$ cat config.mk
export PLATFORM = sky130hd
export DESIGN_NAME = c8dec_decoder
export DESIGN_NICKNAME = d
export VERILOG_FILES = /design/src/design/c8dec_pkg.sv /design/src/design/c8dec_mc_timer.sv /design/src/design/c8dec_decoder.sv
export SDC_FILE = /design/constraint.sdc
export NUM_CORES = 1
export LEC_CHECK = 0
export BUFFER_PORTS_ARGS = -buffer_cell sky130_fd_sc_hd__buf_4
export CELL_PAD_IN_SITES_DETAIL_PLACEMENT = 1
export CELL_PAD_IN_SITES_GLOBAL_PLACEMENT = 1
export CORE_ASPECT_RATIO = 1.5
export CORE_MARGIN = 2
export CORE_UTILIZATION = 44
export DETAILED_ROUTE_END_ITERATION = 10
export HOLD_SLACK_MARGIN = 0.1
export PLACE_DENSITY = 0.82
export SLEW_MARGIN = 20
export SYNTH_ARGS = -nofsm -noshare
export SYNTH_HDL_FRONTEND = slang
export SYNTH_SLANG_ARGS = --single-unit
$ cat constraint.sdc
create_clock -name i_clk -period 4.6 [get_ports i_clk]
set_clock_uncertainty 0.15 [all_clocks]
set_input_delay 0.23 -clock i_clk [delete_from_list [all_inputs] [get_ports i_clk]]
set_output_delay 0.23 -clock i_clk [all_outputs]
set_load 0.1 [all_outputs]
$ cat src/design/c8dec_pkg.sv
package c8dec_pkg;
    // ------------------------------------------------------------
    // timing and encodings
    // ------------------------------------------------------------
    localparam int SYS_CLK_PERIOD_NS = 10;
    localparam int MCYC_PERIOD_NS = 20;
    localparam int MCYC_CLKS = MCYC_PERIOD_NS / SYS_CLK_PERIOD_NS;
    localparam logic [1:0] LEN_1 = 2'h1;
    localparam logic [1:0] LEN_2 = 2'h2;
    localparam logic [1:0] LEN_3 = 2'h3;
    localparam logic [2:0] MC_1 = 3'h1;
    localparam logic [2:0] MC_2 = 3'h2;
    localparam logic [2:0] MC_4 = 3'h4;
    localparam logic [3:0] EXT_SEL_STORE = 4'h0;
    localparam logic [7:0] BYTE_RST = 8'h00;
    localparam logic [15:0] WORD_RST = 16'h0000;

    // ------------------------------------------------------------
    // types
    // ------------------------------------------------------------
    typedef enum logic [4:0] {
        OP_GEN, OP_ADDC_R, OP_SUBB_R, OP_INC_DP, OP_ANL_DI, OP_RLC,
        OP_MOVC_DP, OP_MOVC_PC, OP_XRD_DP, OP_XWR_DP, OP_XRD_RI,
        OP_PUSH, OP_POP, OP_XCHD, OP_ANLC_N, OP_ORLC_N, OP_JBC,
        OP_JMP_ADP, OP_CJNE_R, OP_DJNZ_R, OP_AJMP, OP_ACALL,
        OP_MUL, OP_DIV, OP_MOVC_ST, OP_TRAP
    } c8dec_op_t;

    typedef struct packed {
        c8dec_op_t op;
        logic [1:0] len;
        logic [2:0] mcyc;
        logic [2:0] rn;
        logic ri;
    } c8dec_dec_t;

    // core state sampled at the start of execution
    typedef struct packed {
        logic [7:0] acc;
        logic [7:0] b;
        logic [7:0] reg_val;
        logic [7:0] mem;
        logic [7:0] sp;
        logic cy;
        logic bit_val;
        logic [15:0] dptr;
        logic [15:0] pc;
    } c8dec_cpu_t;

    typedef struct packed {
        logic [7:0] acc;
        logic [7:0] b;
        logic [7:0] mem;
        logic [7:0] sp;
        logic cy;
        logic ov;
        logic branch;
        logic bit_clr;
        logic [15:0] addr;
        logic [15:0] dptr;
    } c8dec_res_t;
endpackage

$ cat src/design/c8dec_mc_timer.sv
`timescale 1ns/100ps
`default_nettype none
module c8dec_mc_timer #(
    parameter int MAX_MCYC = 4
) (
    input wire logic i_clk,
    input wire logic i_rst_n,
    input wire logic i_start,
    input wire logic [2:0] i_mcyc,
    output logic o_busy,
    output logic o_done
);
    // ------------------------------------------------------------
    // clock countdown
    // ------------------------------------------------------------
    if (MAX_MCYC < 1 || MAX_MCYC * c8dec_pkg::MCYC_CLKS > 15) begin : g_chk
        $error("c8dec_mc_timer: MAX_MCYC out of range");
    end

    logic [3:0] cnt_r;
    logic busy_r;
    wire logic [3:0] load_w;
    wire logic last_w;

    // machine cycles are counted as pairs of clocks
    assign load_w = 4'(i_mcyc * c8dec_pkg::MCYC_CLKS - 1);
    assign last_w = busy_r && (cnt_r == 4'h0);
    assign o_busy = busy_r;
    assign o_done = last_w;

    always_ff @(posedge i_clk or negedge i_rst_n) begin
        if (!i_rst_n) begin
            cnt_r <= 4'h0;
            busy_r <= 1'b0;
        end else if (i_start) begin
            cnt_r <= load_w;
            busy_r <= 1'b1;
        end else if (busy_r) begin
            cnt_r <= cnt_r - 4'h1;
            busy_r <= !last_w;
        end
    end
endmodule
`default_nettype wire

$ cat src/design/c8dec_decoder.sv
`timescale 1ns/100ps
`default_nettype none
module c8dec_decoder (
    input wire logic i_clk,
    input wire logic i_rst_n,
    input wire logic i_code_valid,
    input wire logic [7:0] i_code_byte,
    input wire logic [3:0] i_ext_opcode_sel,
    input wire c8dec_pkg::c8dec_cpu_t i_cpu,
    output logic o_code_ready,
    output c8dec_pkg::c8dec_dec_t o_dec,
    output logic [7:0] o_opnd1,
    output logic [7:0] o_opnd2,
    output logic o_exec_start,
    output logic o_busy,
    output logic o_done,
    output c8dec_pkg::c8dec_res_t o_res
);
    // ------------------------------------------------------------
    // opcode tables
    // ------------------------------------------------------------
    function automatic logic [1:0] len_f(input logic [7:0] o);
        logic [1:0] l;
        l = c8dec_pkg::LEN_1;
        casez (o)
            8'h02, 8'h12, 8'h10, 8'h20, 8'h30, 8'h43, 8'h53, 8'h63,
            8'h75, 8'h85, 8'h90, 8'hB4, 8'hB5, 8'hB6, 8'hB7, 8'hD5,
            8'b1011_1???, 8'b1101_1???: l = c8dec_pkg::LEN_3;
            8'h?1, 8'h05, 8'h15, 8'h25, 8'h35, 8'h45, 8'h55,
            8'h65, 8'h95, 8'hC5, 8'hE5, 8'hF5, 8'h24, 8'h34, 8'h44,
            8'h54, 8'h64, 8'h74, 8'h94, 8'h40, 8'h50, 8'h60, 8'h70,
            8'h80, 8'hA0, 8'hB0, 8'hC0, 8'hD0, 8'h42, 8'h52, 8'h62,
            8'h72, 8'h82, 8'h92, 8'hA2, 8'hB2, 8'hC2, 8'hD2, 8'h76,
            8'h77, 8'h86, 8'h87, 8'hA6, 8'hA7, 8'b0111_1???,
            8'b1000_1???, 8'b1010_1???: l = c8dec_pkg::LEN_2;
            default: l = c8dec_pkg::LEN_1;
        endcase
        return l;
    endfunction

    function automatic logic [2:0] mcyc_f(input logic [7:0] o,
                                          input logic st);
        logic [2:0] m;
        m = c8dec_pkg::MC_1;
        casez (o)
            8'h84, 8'hA4: m = c8dec_pkg::MC_4;
            8'hA3, 8'h43, 8'h53, 8'h63, 8'h?1, 8'h02, 8'h12,
            8'h22, 8'h32, 8'h10, 8'h20, 8'h30, 8'h40, 8'h50, 8'h60,
            8'h70, 8'h80, 8'h90, 8'hA0, 8'hB0, 8'hC0, 8'hD0, 8'hE0,
            8'hF0, 8'h72, 8'h82, 8'h92, 8'h73, 8'h83, 8'h93, 8'hB4,
            8'hB5, 8'hB6, 8'hB7, 8'b1011_1???, 8'hD5, 8'b1101_1???,
            8'hE2, 8'hE3, 8'hF2, 8'hF3, 8'b1010_1???, 8'b1000_1???,
            8'h85, 8'h86, 8'h87, 8'h75, 8'hA6, 8'hA7:
                m = c8dec_pkg::MC_2;
            8'hA5: m = st ? c8dec_pkg::MC_2 : c8dec_pkg::MC_1;
            default: m = c8dec_pkg::MC_1;
        endcase
        return m;
    endfunction

    function automatic c8dec_pkg::c8dec_op_t op_f(input logic [7:0] o,
                                                  input logic st);
        c8dec_pkg::c8dec_op_t p;
        p = c8dec_pkg::OP_GEN;
        casez (o)
            8'b0011_1???: p = c8dec_pkg::OP_ADDC_R;
            8'b1001_1???: p = c8dec_pkg::OP_SUBB_R;
            8'b1011_1???: p = c8dec_pkg::OP_CJNE_R;
            8'b1101_1???: p = c8dec_pkg::OP_DJNZ_R;
            8'b???00001: p = c8dec_pkg::OP_AJMP;
            8'b???10001: p = c8dec_pkg::OP_ACALL;
            8'hA3: p = c8dec_pkg::OP_INC_DP;
            8'h53: p = c8dec_pkg::OP_ANL_DI;
            8'h33: p = c8dec_pkg::OP_RLC;
            8'h93: p = c8dec_pkg::OP_MOVC_DP;
            8'h83: p = c8dec_pkg::OP_MOVC_PC;
            8'hE0: p = c8dec_pkg::OP_XRD_DP;
            8'hF0: p = c8dec_pkg::OP_XWR_DP;
            8'hE2, 8'hE3: p = c8dec_pkg::OP_XRD_RI;
            8'hC0: p = c8dec_pkg::OP_PUSH;
            8'hD0: p = c8dec_pkg::OP_POP;
            8'hD6, 8'hD7: p = c8dec_pkg::OP_XCHD;
            8'hB0: p = c8dec_pkg::OP_ANLC_N;
            8'hA0: p = c8dec_pkg::OP_ORLC_N;
            8'h10: p = c8dec_pkg::OP_JBC;
            8'h73: p = c8dec_pkg::OP_JMP_ADP;
            8'hA4: p = c8dec_pkg::OP_MUL;
            8'h84: p = c8dec_pkg::OP_DIV;
            8'hA5: p = st ? c8dec_pkg::OP_MOVC_ST : c8dec_pkg::OP_TRAP;
            default: p = c8dec_pkg::OP_GEN;
        endcase
        return p;
    endfunction

    function automatic logic [15:0] rel_f(input logic [15:0] pc,
                                          input logic [1:0] len,
                                          input logic [7:0] rel);
        return 16'(pc + {14'h0, len} + {{8{rel[7]}}, rel});
    endfunction

    // ------------------------------------------------------------
    // fetch sequencing
    // ------------------------------------------------------------
    typedef enum logic [1:0] {ST_IDLE, ST_OPND, ST_EXEC} c8dec_st_t;

    c8dec_st_t st_r;
    c8dec_st_t st_nxt;
    c8dec_pkg::c8dec_dec_t dec_r;
    c8dec_pkg::c8dec_res_t res_r;
    c8dec_pkg::c8dec_res_t res_nxt;
    logic [7:0] op_r;
    logic [7:0] b1_r;
    logic [7:0] b2_r;
    logic [1:0] got_r;
    logic start_r;
    wire logic take_w;
    wire logic store_sel_w;
    wire logic fetched_w;
    wire logic tmr_done_w;
    wire logic tmr_busy_w;
    wire c8dec_pkg::c8dec_dec_t dec_w;

    // store versus trap is chosen by the extended select field
    assign store_sel_w = i_ext_opcode_sel == c8dec_pkg::EXT_SEL_STORE;
    assign dec_w.op = op_f(i_code_byte, store_sel_w);
    assign dec_w.len = len_f(i_code_byte);
    assign dec_w.mcyc = mcyc_f(i_code_byte, store_sel_w);
    assign dec_w.rn = i_code_byte[2:0];
    assign dec_w.ri = i_code_byte[0];
    assign o_code_ready = st_r != ST_EXEC;
    assign take_w = i_code_valid && o_code_ready;
    // the last operand byte completes the fetch
    assign fetched_w = take_w && (2'(got_r + 2'h1) == dec_r.len);

    always_comb begin
        st_nxt = st_r;
        unique case (st_r)
            ST_IDLE: begin
                if (take_w) begin
                    st_nxt = (dec_w.len == c8dec_pkg::LEN_1) ? ST_EXEC
                                                             : ST_OPND;
                end
            end
            ST_OPND: begin
                if (fetched_w) begin
                    st_nxt = ST_EXEC;
                end
            end
            ST_EXEC: begin
                if (tmr_done_w) begin
                    st_nxt = ST_IDLE;
                end
            end
        endcase
    end

    always_ff @(posedge i_clk or negedge i_rst_n) begin
        if (!i_rst_n) begin
            st_r <= ST_IDLE;
            start_r <= 1'b0;
        end else begin
            st_r <= st_nxt;
            start_r <= (st_r != ST_EXEC) && (st_nxt == ST_EXEC);
        end
    end

    always_ff @(posedge i_clk or negedge i_rst_n) begin
        if (!i_rst_n) begin
            dec_r <= '0;
            op_r <= c8dec_pkg::BYTE_RST;
            b1_r <= c8dec_pkg::BYTE_RST;
            b2_r <= c8dec_pkg::BYTE_RST;
            got_r <= 2'h0;
        end else if (take_w && st_r == ST_IDLE) begin
            dec_r <= dec_w;
            op_r <= i_code_byte;
            got_r <= 2'h1;
        end else if (take_w) begin
            if (got_r == 2'h1) begin
                b1_r <= i_code_byte;
            end else begin
                b2_r <= i_code_byte;
            end
            got_r <= 2'(got_r + 2'h1);
        end
    end

    // ------------------------------------------------------------
    // execution results
    // ------------------------------------------------------------
    logic [8:0] sum_w;
    logic [15:0] prod_w;
    logic [15:0] pcn_w;

    always_comb begin
        sum_w = 9'h000;
        prod_w = {8'h00, i_cpu.acc} * {8'h00, i_cpu.b};
        pcn_w = 16'(i_cpu.pc + {14'h0, dec_r.len});
        res_nxt = '0;
        res_nxt.acc = i_cpu.acc;
        res_nxt.b = i_cpu.b;
        res_nxt.mem = i_cpu.mem;
        res_nxt.sp = i_cpu.sp;
        res_nxt.cy = i_cpu.cy;
        res_nxt.dptr = i_cpu.dptr;
        unique case (dec_r.op)
            c8dec_pkg::OP_ADDC_R: begin
                sum_w = {1'b0, i_cpu.acc} + {1'b0, i_cpu.reg_val}
                        + {8'h00, i_cpu.cy};
                res_nxt.acc = sum_w[7:0];
                res_nxt.cy = sum_w[8];
                res_nxt.ov = (i_cpu.acc[7] == i_cpu.reg_val[7])
                             && (sum_w[7] != i_cpu.acc[7]);
            end
            c8dec_pkg::OP_SUBB_R: begin
                sum_w = {1'b0, i_cpu.acc} - {1'b0, i_cpu.reg_val}
                        - {8'h00, i_cpu.cy};
                res_nxt.acc = sum_w[7:0];
                res_nxt.cy = sum_w[8];
                res_nxt.ov = (i_cpu.acc[7] != i_cpu.reg_val[7])
                             && (sum_w[7] != i_cpu.acc[7]);
            end
            c8dec_pkg::OP_INC_DP: res_nxt.dptr = 16'(i_cpu.dptr + 16'h1);
            c8dec_pkg::OP_ANL_DI: begin
                res_nxt.addr = {8'h00, b1_r};
                res_nxt.mem = i_cpu.mem & b2_r;
            end
            c8dec_pkg::OP_RLC: begin
                res_nxt.acc = {i_cpu.acc[6:0], i_cpu.cy};
                res_nxt.cy = i_cpu.acc[7];
            end
            c8dec_pkg::OP_MOVC_DP, c8dec_pkg::OP_JMP_ADP:
                res_nxt.addr = 16'(i_cpu.dptr + {8'h00, i_cpu.acc});
            c8dec_pkg::OP_MOVC_PC:
                res_nxt.addr = 16'(pcn_w + {8'h00, i_cpu.acc});
            c8dec_pkg::OP_XRD_DP, c8dec_pkg::OP_XWR_DP:
                res_nxt.addr = i_cpu.dptr;
            c8dec_pkg::OP_XRD_RI: res_nxt.addr = {8'h00, i_cpu.reg_val};
            c8dec_pkg::OP_PUSH: begin
                res_nxt.sp = 8'(i_cpu.sp + 8'h01);
                res_nxt.addr = {8'h00, res_nxt.sp};
            end
            c8dec_pkg::OP_POP: begin
                res_nxt.addr = {8'h00, i_cpu.sp};
                res_nxt.sp = 8'(i_cpu.sp - 8'h01);
            end
            c8dec_pkg::OP_XCHD: begin
                res_nxt.acc = {i_cpu.acc[7:4], i_cpu.mem[3:0]};
                res_nxt.mem = {i_cpu.mem[7:4], i_cpu.acc[3:0]};
                res_nxt.addr = {8'h00, i_cpu.reg_val};
            end
            c8dec_pkg::OP_ANLC_N: res_nxt.cy = i_cpu.cy & ~i_cpu.bit_val;
            c8dec_pkg::OP_ORLC_N: res_nxt.cy = i_cpu.cy | ~i_cpu.bit_val;
            c8dec_pkg::OP_JBC: begin
                res_nxt.branch = i_cpu.bit_val;
                res_nxt.bit_clr = i_cpu.bit_val;
                res_nxt.addr = rel_f(i_cpu.pc, dec_r.len, b2_r);
            end
            c8dec_pkg::OP_CJNE_R: begin
                res_nxt.branch = i_cpu.reg_val != b1_r;
                res_nxt.cy = i_cpu.reg_val < b1_r;
                res_nxt.addr = rel_f(i_cpu.pc, dec_r.len, b2_r);
            end
            c8dec_pkg::OP_DJNZ_R: begin
                res_nxt.mem = 8'(i_cpu.reg_val - 8'h01);
                res_nxt.branch = res_nxt.mem != 8'h00;
                res_nxt.addr = rel_f(i_cpu.pc, dec_r.len, b2_r);
            end
            c8dec_pkg::OP_AJMP, c8dec_pkg::OP_ACALL: begin
                res_nxt.branch = 1'b1;
                res_nxt.addr = {pcn_w[15:11], op_r[7:5], b1_r};
            end
            c8dec_pkg::OP_MUL: begin
                res_nxt.acc = prod_w[7:0];
                res_nxt.b = prod_w[15:8];
                res_nxt.cy = 1'b0;
                res_nxt.ov = prod_w[15:8] != 8'h00;
            end
            c8dec_pkg::OP_DIV: begin
                res_nxt.cy = 1'b0;
                res_nxt.ov = i_cpu.b == 8'h00;
                if (i_cpu.b != 8'h00) begin
                    res_nxt.acc = i_cpu.acc / i_cpu.b;
                    res_nxt.b = i_cpu.acc % i_cpu.b;
                end
            end
            c8dec_pkg::OP_MOVC_ST: begin
                res_nxt.addr = i_cpu.dptr;
                res_nxt.mem = i_cpu.acc;
                res_nxt.dptr = 16'(i_cpu.dptr + 16'h1);
            end
            default: res_nxt.addr = c8dec_pkg::WORD_RST;
        endcase
    end

    always_ff @(posedge i_clk or negedge i_rst_n) begin
        if (!i_rst_n) begin
            res_r <= '0;
        end else if (start_r) begin
            res_r <= res_nxt;
        end
    end

    // ------------------------------------------------------------
    // machine cycle timer
    // ------------------------------------------------------------
    c8dec_mc_timer #(
        .MAX_MCYC(4)
    ) u_timer (
        .i_clk(i_clk),
        .i_rst_n(i_rst_n),
        .i_start(start_r),
        .i_mcyc(dec_r.mcyc),
        .o_busy(tmr_busy_w),
        .o_done(tmr_done_w)
    );

    assign o_dec = dec_r;
    assign o_opnd1 = b1_r;
    assign o_opnd2 = b2_r;
    assign o_exec_start = start_r;
    assign o_busy = tmr_busy_w || start_r;
    assign o_done = tmr_done_w;
    assign o_res = res_r;

    // ------------------------------------------------------------
    // checks
    // ------------------------------------------------------------
    chk_one_mcyc: assert property (
        @(posedge i_clk) disable iff (!i_rst_n)
        start_r && dec_r.mcyc == c8dec_pkg::MC_1
        |-> !o_done [*2] ##1 o_done)
        else $error("one machine cycle not two clocks");
    chk_two_mcyc: assert property (
        @(posedge i_clk) disable iff (!i_rst_n)
        start_r && dec_r.mcyc == c8dec_pkg::MC_2
        |-> !o_done [*4] ##1 o_done)
        else $error("two machine cycles not four clocks");
    chk_four_mcyc: assert property (
        @(posedge i_clk) disable iff (!i_rst_n)
        start_r && dec_r.mcyc == c8dec_pkg::MC_4
        |-> !o_done [*8] ##1 o_done)
        else $error("four machine cycles not eight clocks");
    chk_three_bytes: assert property (
        @(posedge i_clk) disable iff (!i_rst_n)
        take_w && st_r == ST_IDLE && dec_w.len == c8dec_pkg::LEN_3
        |=> o_code_ready && !start_r)
        else $error("three byte opcode left fetch early");
    chk_reg_pick: assert property (
        @(posedge i_clk) disable iff (!i_rst_n)
        take_w && st_r == ST_IDLE && i_code_byte[7:3] == 5'h1D
        |=> dec_r.rn == $past(i_code_byte[2:0]))
        else $error("register select not from opcode");
    chk_rlc_rot: assert property (
        @(posedge i_clk) disable iff (!i_rst_n)
        start_r && dec_r.op == c8dec_pkg::OP_RLC
        |=> o_res.cy == $past(i_cpu.acc[7])
            && o_res.acc[0] == $past(i_cpu.cy))
        else $error("rotate through carry wrong");
    chk_ajmp_page: assert property (
        @(posedge i_clk) disable iff (!i_rst_n)
        start_r && dec_r.op == c8dec_pkg::OP_AJMP
        |=> o_res.addr[10:0] == {$past(op_r[7:5]), $past(b1_r)})
        else $error("absolute jump address wrong");
    chk_div_zero: assert property (
        @(posedge i_clk) disable iff (!i_rst_n)
        start_r && dec_r.op == c8dec_pkg::OP_DIV && i_cpu.b == 8'h00
        |=> o_res.ov)
        else $error("divide by zero without overflow");
    chk_xchd_keep: assert property (
        @(posedge i_clk) disable iff (!i_rst_n)
        start_r && dec_r.op == c8dec_pkg::OP_XCHD
        |=> o_res.acc[7:4] == $past(i_cpu.acc[7:4])
            && o_res.mem[3:0] == $past(i_cpu.acc[3:0]))
        else $error("nibble exchange wrong");
    chk_dptr_inc: assert property (
        @(posedge i_clk) disable iff (!i_rst_n)
        start_r && dec_r.op == c8dec_pkg::OP_INC_DP
        |=> o_res.dptr == 16'($past(i_cpu.dptr) + 16'h1))
        else $error("data pointer not incremented");
endmodule
`default_nettype wire

==> run summary, run 1 <==
status: finished, violations left
failing checks: negative setup slack
PwrDens: 609 nW/um2
number of diodes: 0
drc violations: 0
CTS tree: done
final std cells w/o fill: 2487
chip width: 147 um
Setup violations, final: 13
final non-filler cell area: 18400 um2
gr usage total: 37.4%
Yosys top cell area share: 20.3%
IO Count: 191
Die Area: 32200 um2
vias post-DR: 15400
Slowest cell on crit path: or4b_4
Post-Syn Nets: 1976
Longest Clk Path Bufs: 2
final core utilization: 61.0%
I/O Buffers: 190
Die Y: 219 um
vias in the first global route: 16900
distinct cell type count of the synthesized netlist: 84
post-synthesis average cell area: 7.97 um2
Final period util: 216%
TritonCTS Buffers: 9
placed cell area: 16800 um2
initial antenna violation count: 1
Worst Path Required: 4.70 ns
P_leak: 0.00846 uW
final hold slack: 0.0979 ns
warnings from Yosys: 0
worst vdd rail ir drop: 0.000723 V
Final ANT Viol Nets: 0
CP arrival: 10.04 ns
register bit count reported by yosys: 110
WS Path Type: input pin to register
maximum clock rate: 101 MHz
post-layout min period: 9.94 ns
CP endpoint kind: register
ys flop type: dfrtp_1
share of layout cells above drive strength 1: 30.3%
relative slew slack: 32.2%
area leader, netlist: dfrtp_1
Max Cap Viol: 0
cell with the most instances after synthesis: nor2_1
final setup margin: -5.34 ns
Post-synth EDFFs: 0
largest net degree at the start of global routing: 59
H-tree depth: 3
hpwl dp: 46.4 mm
Largest stage delay, worst path: 0.51 ns
Crit path top cell by count: ha_1
clock-pin slew on the worst setup and hold paths: 0.08 ns
Startpoint Class: input pin
first-pass iteration count of the detailed router: 8
Cell Area, Synth: 13500 um2
row cnt: 78
Synth area leaders: dfrtp_1 20%, ha_1 13%, fa_1 6.5%
DR iter-0 viols: 790
Post-Syn Instances: 1700
Placed Instances: 2381
Via-to-Cell Ratio: 6.20
GRT Residual Overflow: 0
Sum Neg Setup Slack: -55.73 ns
Final Hold Viols: 0
Placer Congestion: 0.985
Synth top cells by count: 165 x nor2_1, 143 x ha_1, 141 x nand2_1, 130 x inv_1, 113 x a21oi_1
clock tree sinks: 110
Tightest Pin Transition: 1.01 ns
Clk Latency, worst-skew pair: 0.39 ns
Placeable Area: 30300 um2
drt wl/cell: 25.3 um
aggregate routed wire length: 62.9 mm
CTS root buf: clkbuf_16
critical path fanouts, max: 6
post-synthesis sequential area ratio: 20.3%
hold crit path type: input pin to register
Layout area overhead: 36.1%
fin. max-slew vios: 0
Net count, final: 2358
Initial Utilization: 44.8%
fraction of registers with async set/reset: 100%
RSZ-0062 raised after global routing: true
first-pass GRT wire length: 93.2 mm
critical path, delay by kind of cell:
kind | cells | cell delay [ns]
buffers and inverters | 4 | 0.65
adders and majority gates | 7 | 2.05
muxes | 3 | 0.80
and+or+nand+nor | 12 | 2.23
AOI/OAI and AO/OA | 21 | 4.11
worst paths after layout:
| check | start | to | slack [ns] | cells past startpoint |
|---|---|---|---|---|
| worst max-delay path | i_cpu[64] | o_res[52] | -5.34 | 47 |
| worst min-delay path | i_cpu[41] | o_res[43] | 0.1 | 3 |
| worst max register to register | o_dec[11] | o_res[30] | 0.53 | 15 |
| worst min register to register | o_res[19] | o_res[19] | 0.34 | 1 |
| max in group asynchronous | i_rst_n | o_res[34] | 3.07 | 3 |
| min in group asynchronous | i_rst_n | o_res[13] | 0.24 | 2 |
what timing repair did:
action / in CTS / in global routing
setup buffers: 42 / 27
endpoints found under the setup margin: 13 / 16
gates resized for setup: 79 / 61
pin swaps: 58 / 51
hold buffers: 23 / 0
endpoints found under the hold margin: 70 / 0
kinds of logic (layout without fill, tap and decap cells):
logic type / count (synthesis) / in the layout / share of synthesized area [%]
compound gates: 471 / 471 / 23.3
xor+xnor: 101 / 101 / 6.63
fa+ha+maj: 188 / 188 / 19.8
buf+inv: 222 / 609 / 6.26
flops: 110 / 110 / 20.3
mux: 47 / 47 / 3.80
simple gates: 561 / 561 / 19.9
layout make-up:
class	instances	area, um2
Clock buffer	12	256
Clock inverter	4	30.0
Fill cell	3653	11800
Inverter	133	517
Multi-Input combinational cell	1368	10700
Sequential cell	110	2760
Tap cell	400	500
Timing Repair Buffer	460	3650
sequential cells by signal, summed over array words and instances, names as in the netlist:
signal / flops
op_r: 4
got_r: 2
o_opnd1: 8
o_exec_start: 1
u_timer.cnt_r: 4
st_r: 2
o_dec: 12
u_timer.o_busy: 1
o_opnd2: 8
o_res: 68
metrics by stage:
step / power (uW) / worst slack (ns)
2_1_floorplan: 7400 / -5.14
3_3_place_gp: 9560 / -5.46
3_5_place_dp: 9790 / -5.85
4_1_cts: 10900 / -4.95
5_1_grt: 11700 / -5.82
6_report: 11200 / -5.34
placed cells by master (no fill, tap or decap), types with 15 or more instances in the layout:
| master | instances |
|---|---|
| buf_4 | 410 |
| nor2_1 | 158 |
| nand2_1 | 141 |
| ha_1 | 123 |
| inv_1 | 120 |
| dfrtp_1 | 108 |
| a21oi_1 | 101 |
| o21ai_0 | 79 |
| xnor2_1 | 59 |
| nor3_1 | 51 |
| fa_1 | 42 |
| xor2_1 | 41 |
| nand3_1 | 31 |
| o21a_1 | 28 |
| mux2_2 | 28 |
| nand2b_1 | 25 |
| nor2b_1 | 24 |
| a31oi_1 | 23 |
| dlygate4sd3_1 | 23 |
| o211ai_1 | 22 |
| buf_6 | 22 |
| a21o_1 | 21 |
| and3_1 | 18 |
| ha_4 | 18 |
| a22oi_1 | 17 |
| nand4_1 | 15 |
routing by layer:
metal / vias up / share of wire, % / global-route usage, %
li1: 6851 / - / -
met1: 7569 / 33 / 36.4
met2: 669 / 52 / 67.7
met3: 339 / 5.1 / 6.51
met4: 2 / 9.6 / 32.9
met5: - / 0.017 / 0
power breakdown:
group	internal [uW]	switching [uW]
logic	2670	5890
clock network	400	416
registers	1420	439
total	4490	6750
Power figures use the tool's default switching activity.
==> run 2, diff against run 1 <==
- SETUP_SLACK_MARGIN: unset -> 0.4
==> run 2 against run 1 <==
- the flow still finishes with violations (negative setup slack)
- cell area fell by 0.28%
- worst hold slack improved by 0.028 ns
- non-clock buffer count fell by 25
- wire length fell by 2.9%
- sequential power rose by 5%
- power fell by 0.42%
- global-route usage fell by 0.11 points
- sequential cell count did not move
- final cell count fell by 0.97%
- register-to-register slack improved by 0.20 ns
==> run summary, run 2 (synthesis gave the netlist of run 1 again) <==
most frequent cells in the layout: 386 x buf_4, 157 x nor2_1, 139 x nand2_1, 124 x ha_1, 119 x inv_1
fin. max-slew vios: 0 (unchanged)
area of the multi-input gates: 10900 um2 (+1.1%)
post-placement setup slack: -5.78 ns (+0.0684 ns)
TritonCTS Buffers: 9 (unchanged)
final setup margin: -5.31 ns (+0.0359 ns)
reg-to-reg endpoint: o_res[31]
Longest Clk Path Bufs: 2 (unchanged)
failing checks: negative setup slack
maximum clock rate: 101 MHz (+0.36%)
max reg flops: 68 (unchanged)
gr usage total: 37.3% (-0.11 points)
Final ANT Viol Nets: 0 (unchanged)
I/O Buffers: 190 (unchanged)
critical path fanouts, max: 5 (-1)
first-pass GRT wire length: 92.7 mm (-0.54%)
Layout area overhead: 35.7%
final core utilization: 60.8% (-0.17 points)
R2R depth: 14 (-1)
DR iter-0 viols: 724 (-8.4%)
RR Startpoint: o_dec[7]
drt wl/cell: 24.8 um (-2.0%)
leading cell type in the layout, fill and taps excluded: buf_4
chip width: 147 um (unchanged)
CP arrival: 10.07 ns (+0.03 ns)
hold crit path type: input pin to register
Die Y: 219 um (unchanged)
hold path cells: 3 (unchanged)
Initial Utilization: 44.8% (unchanged)
Placer Congestion: 0.964 (-2.2%)
Via-to-Cell Ratio: 6.18 (-0.32%)
row cnt: 78 (unchanged)
WHS Endpoint: o_opnd1[1]
first-pass iteration count of the detailed router: 5 (-3)
Placeable Area: 30300 um2 (unchanged)
H-tree depth: 3 (unchanged)
share of layout cells above drive strength 1: 29.6% (-0.65 points)
initial antenna violation count: 0 (-1)
IO Count: 191 (unchanged)
Worst Path Required: 4.76 ns (+0.06 ns)
clock tree sinks: 110 (unchanged)
vias post-DR: 15200 (-1.3%)
Net count, final: 2333 (-1.1%)
largest net degree at the start of global routing: 65 (+10%)
CP endpoint kind: register
drc violations: 0 (unchanged)
CTS root buf: clkbuf_16
r2r setup slk: 0.73 ns (+0.20 ns)
post-layout min period: 9.91 ns (-0.0359 ns)
Sequential Area: 2760 um2 (+0.14%)
fill count: 3621 (-0.88%)
PwrDens: 608 nW/um2 (-0.14%)
WS Path Type: input pin to register
relative slew slack: 31.9% (-0.25 points)
GRT Residual Overflow: 0 (unchanged)
final std cells w/o fill: 2463 (-0.97%)
Final Hold Viols: 0 (unchanged)
total power: 11200 uW (-0.42%)
final hold slack: 0.126 ns (+0.0279 ns)
Placed Instances: 2378 (-0.13%)
Largest stage delay, worst path: 0.54 ns (+0.03 ns)
Final period util: 215% (-0.78 points)
P_leak: 0.00837 uW (-1.1%)
worst vdd rail ir drop: 0.000866 V (+20%)
Slowest cell on crit path: or4b_4
RSZ-0062 raised after global routing: true
CTS tree: done
Setup violations, final: 13 (unchanged)
clock-pin slew on the worst setup and hold paths: 0.08 ns (about the same)
vias in the first global route: 16500 (-2.2%)
Hold Crit Start: i_code_byte[1]
Clk Latency, worst-skew pair: 0.38 ns (about the same)
status: finished, violations left
Max Cap Viol: 0 (unchanged)
aggregate routed wire length: 61.1 mm (-2.9%)
Startpoint Class: input pin
Tightest Pin Transition: 1.02 ns (+0.00443 ns)
Die Area: 32200 um2 (unchanged)
hpwl dp: 46.5 mm (+0.16%)
-- run 2: changes by cell type in the layout (fill, tap and decap cells not counted), sizes merged --
cell         previous run  this run
buf                   437       407
dlygate4sd3            23        28
inv                   129       131
clkinv                  5         4
clkinvlp                3         2
diode                   0         1
-- run 2: layer usage --
metal  global-route usage [%]  share of wire (%)  up-vias
met2                     69.5                 52      607
met1                     37.4                 34     7535
met4                     28.3                8.9        0
met3                     4.99                4.7      289
met5                        0                  0        -
li1                         -                  -     6801
-- run 2: worst max-delay path: cells and delay by family --
kind	cells	cell delay [ns]
AND/OR/NAND/NOR	12	2.40
AO/OA/AOI/OAI	21	3.81
buffers and inverters	5	0.75
adder cells (fa/ha/maj)	7	1.92
multiplexers	3	0.97
-- run 2: what timing repair did --
action,CTS,global route
buffers inserted,28,11
pin swaps,49,45
hold buffers,28,0
setup endpoints to repair,16,17
gates cloned,1,0
endpoints found under the hold margin,88,0
resized for setup,85,61
-- run 2: how the worst max path moves through the flow --
| stage | startpoint | to | slack (ns) |
|---|---|---|---|
| after floorplan | i_cpu[58] | o_res[58] | -5.14 |
| after global placement | i_cpu[64] | o_res[60] | -5.39 |
| after detailed placement | i_cpu[64] | o_res[59] | -5.78 |
| after CTS | i_cpu[64] | o_res[52] | -5.05 |
| after global routing | i_cpu[64] | o_res[53] | -5.78 |
| final | i_cpu[64] | o_res[56] | -5.31 |
-- run 2: stage by stage --
step | area, um2 | setup TNS, ns
global placement | 16800 | -57.14
CTS | 17900 | -51.53
global route | 18400 | -60.24
detailed placement | 16800 | -61.48
finish | 18400 | -55.11
floorplan | 14000 | -52.48
-- run 2: area by class of cell --
cell class                 instances  area share (%)
clock inverter                     4           0.204
clock buffer                      12            1.39
antenna                            1          0.0136
inverter                         133            2.84
tap                              400            2.72
sequential                       110            15.0
multi-input combinational       1368            59.0
timing repair buffer             435            18.8
-- run 2: where the power goes --
part	total, uW	switching [uW]	internal, uW
Clock	842	434	408
Sequential	1940	526	1420
Combinational	8400	5770	2640
Total	11200	6730	4460
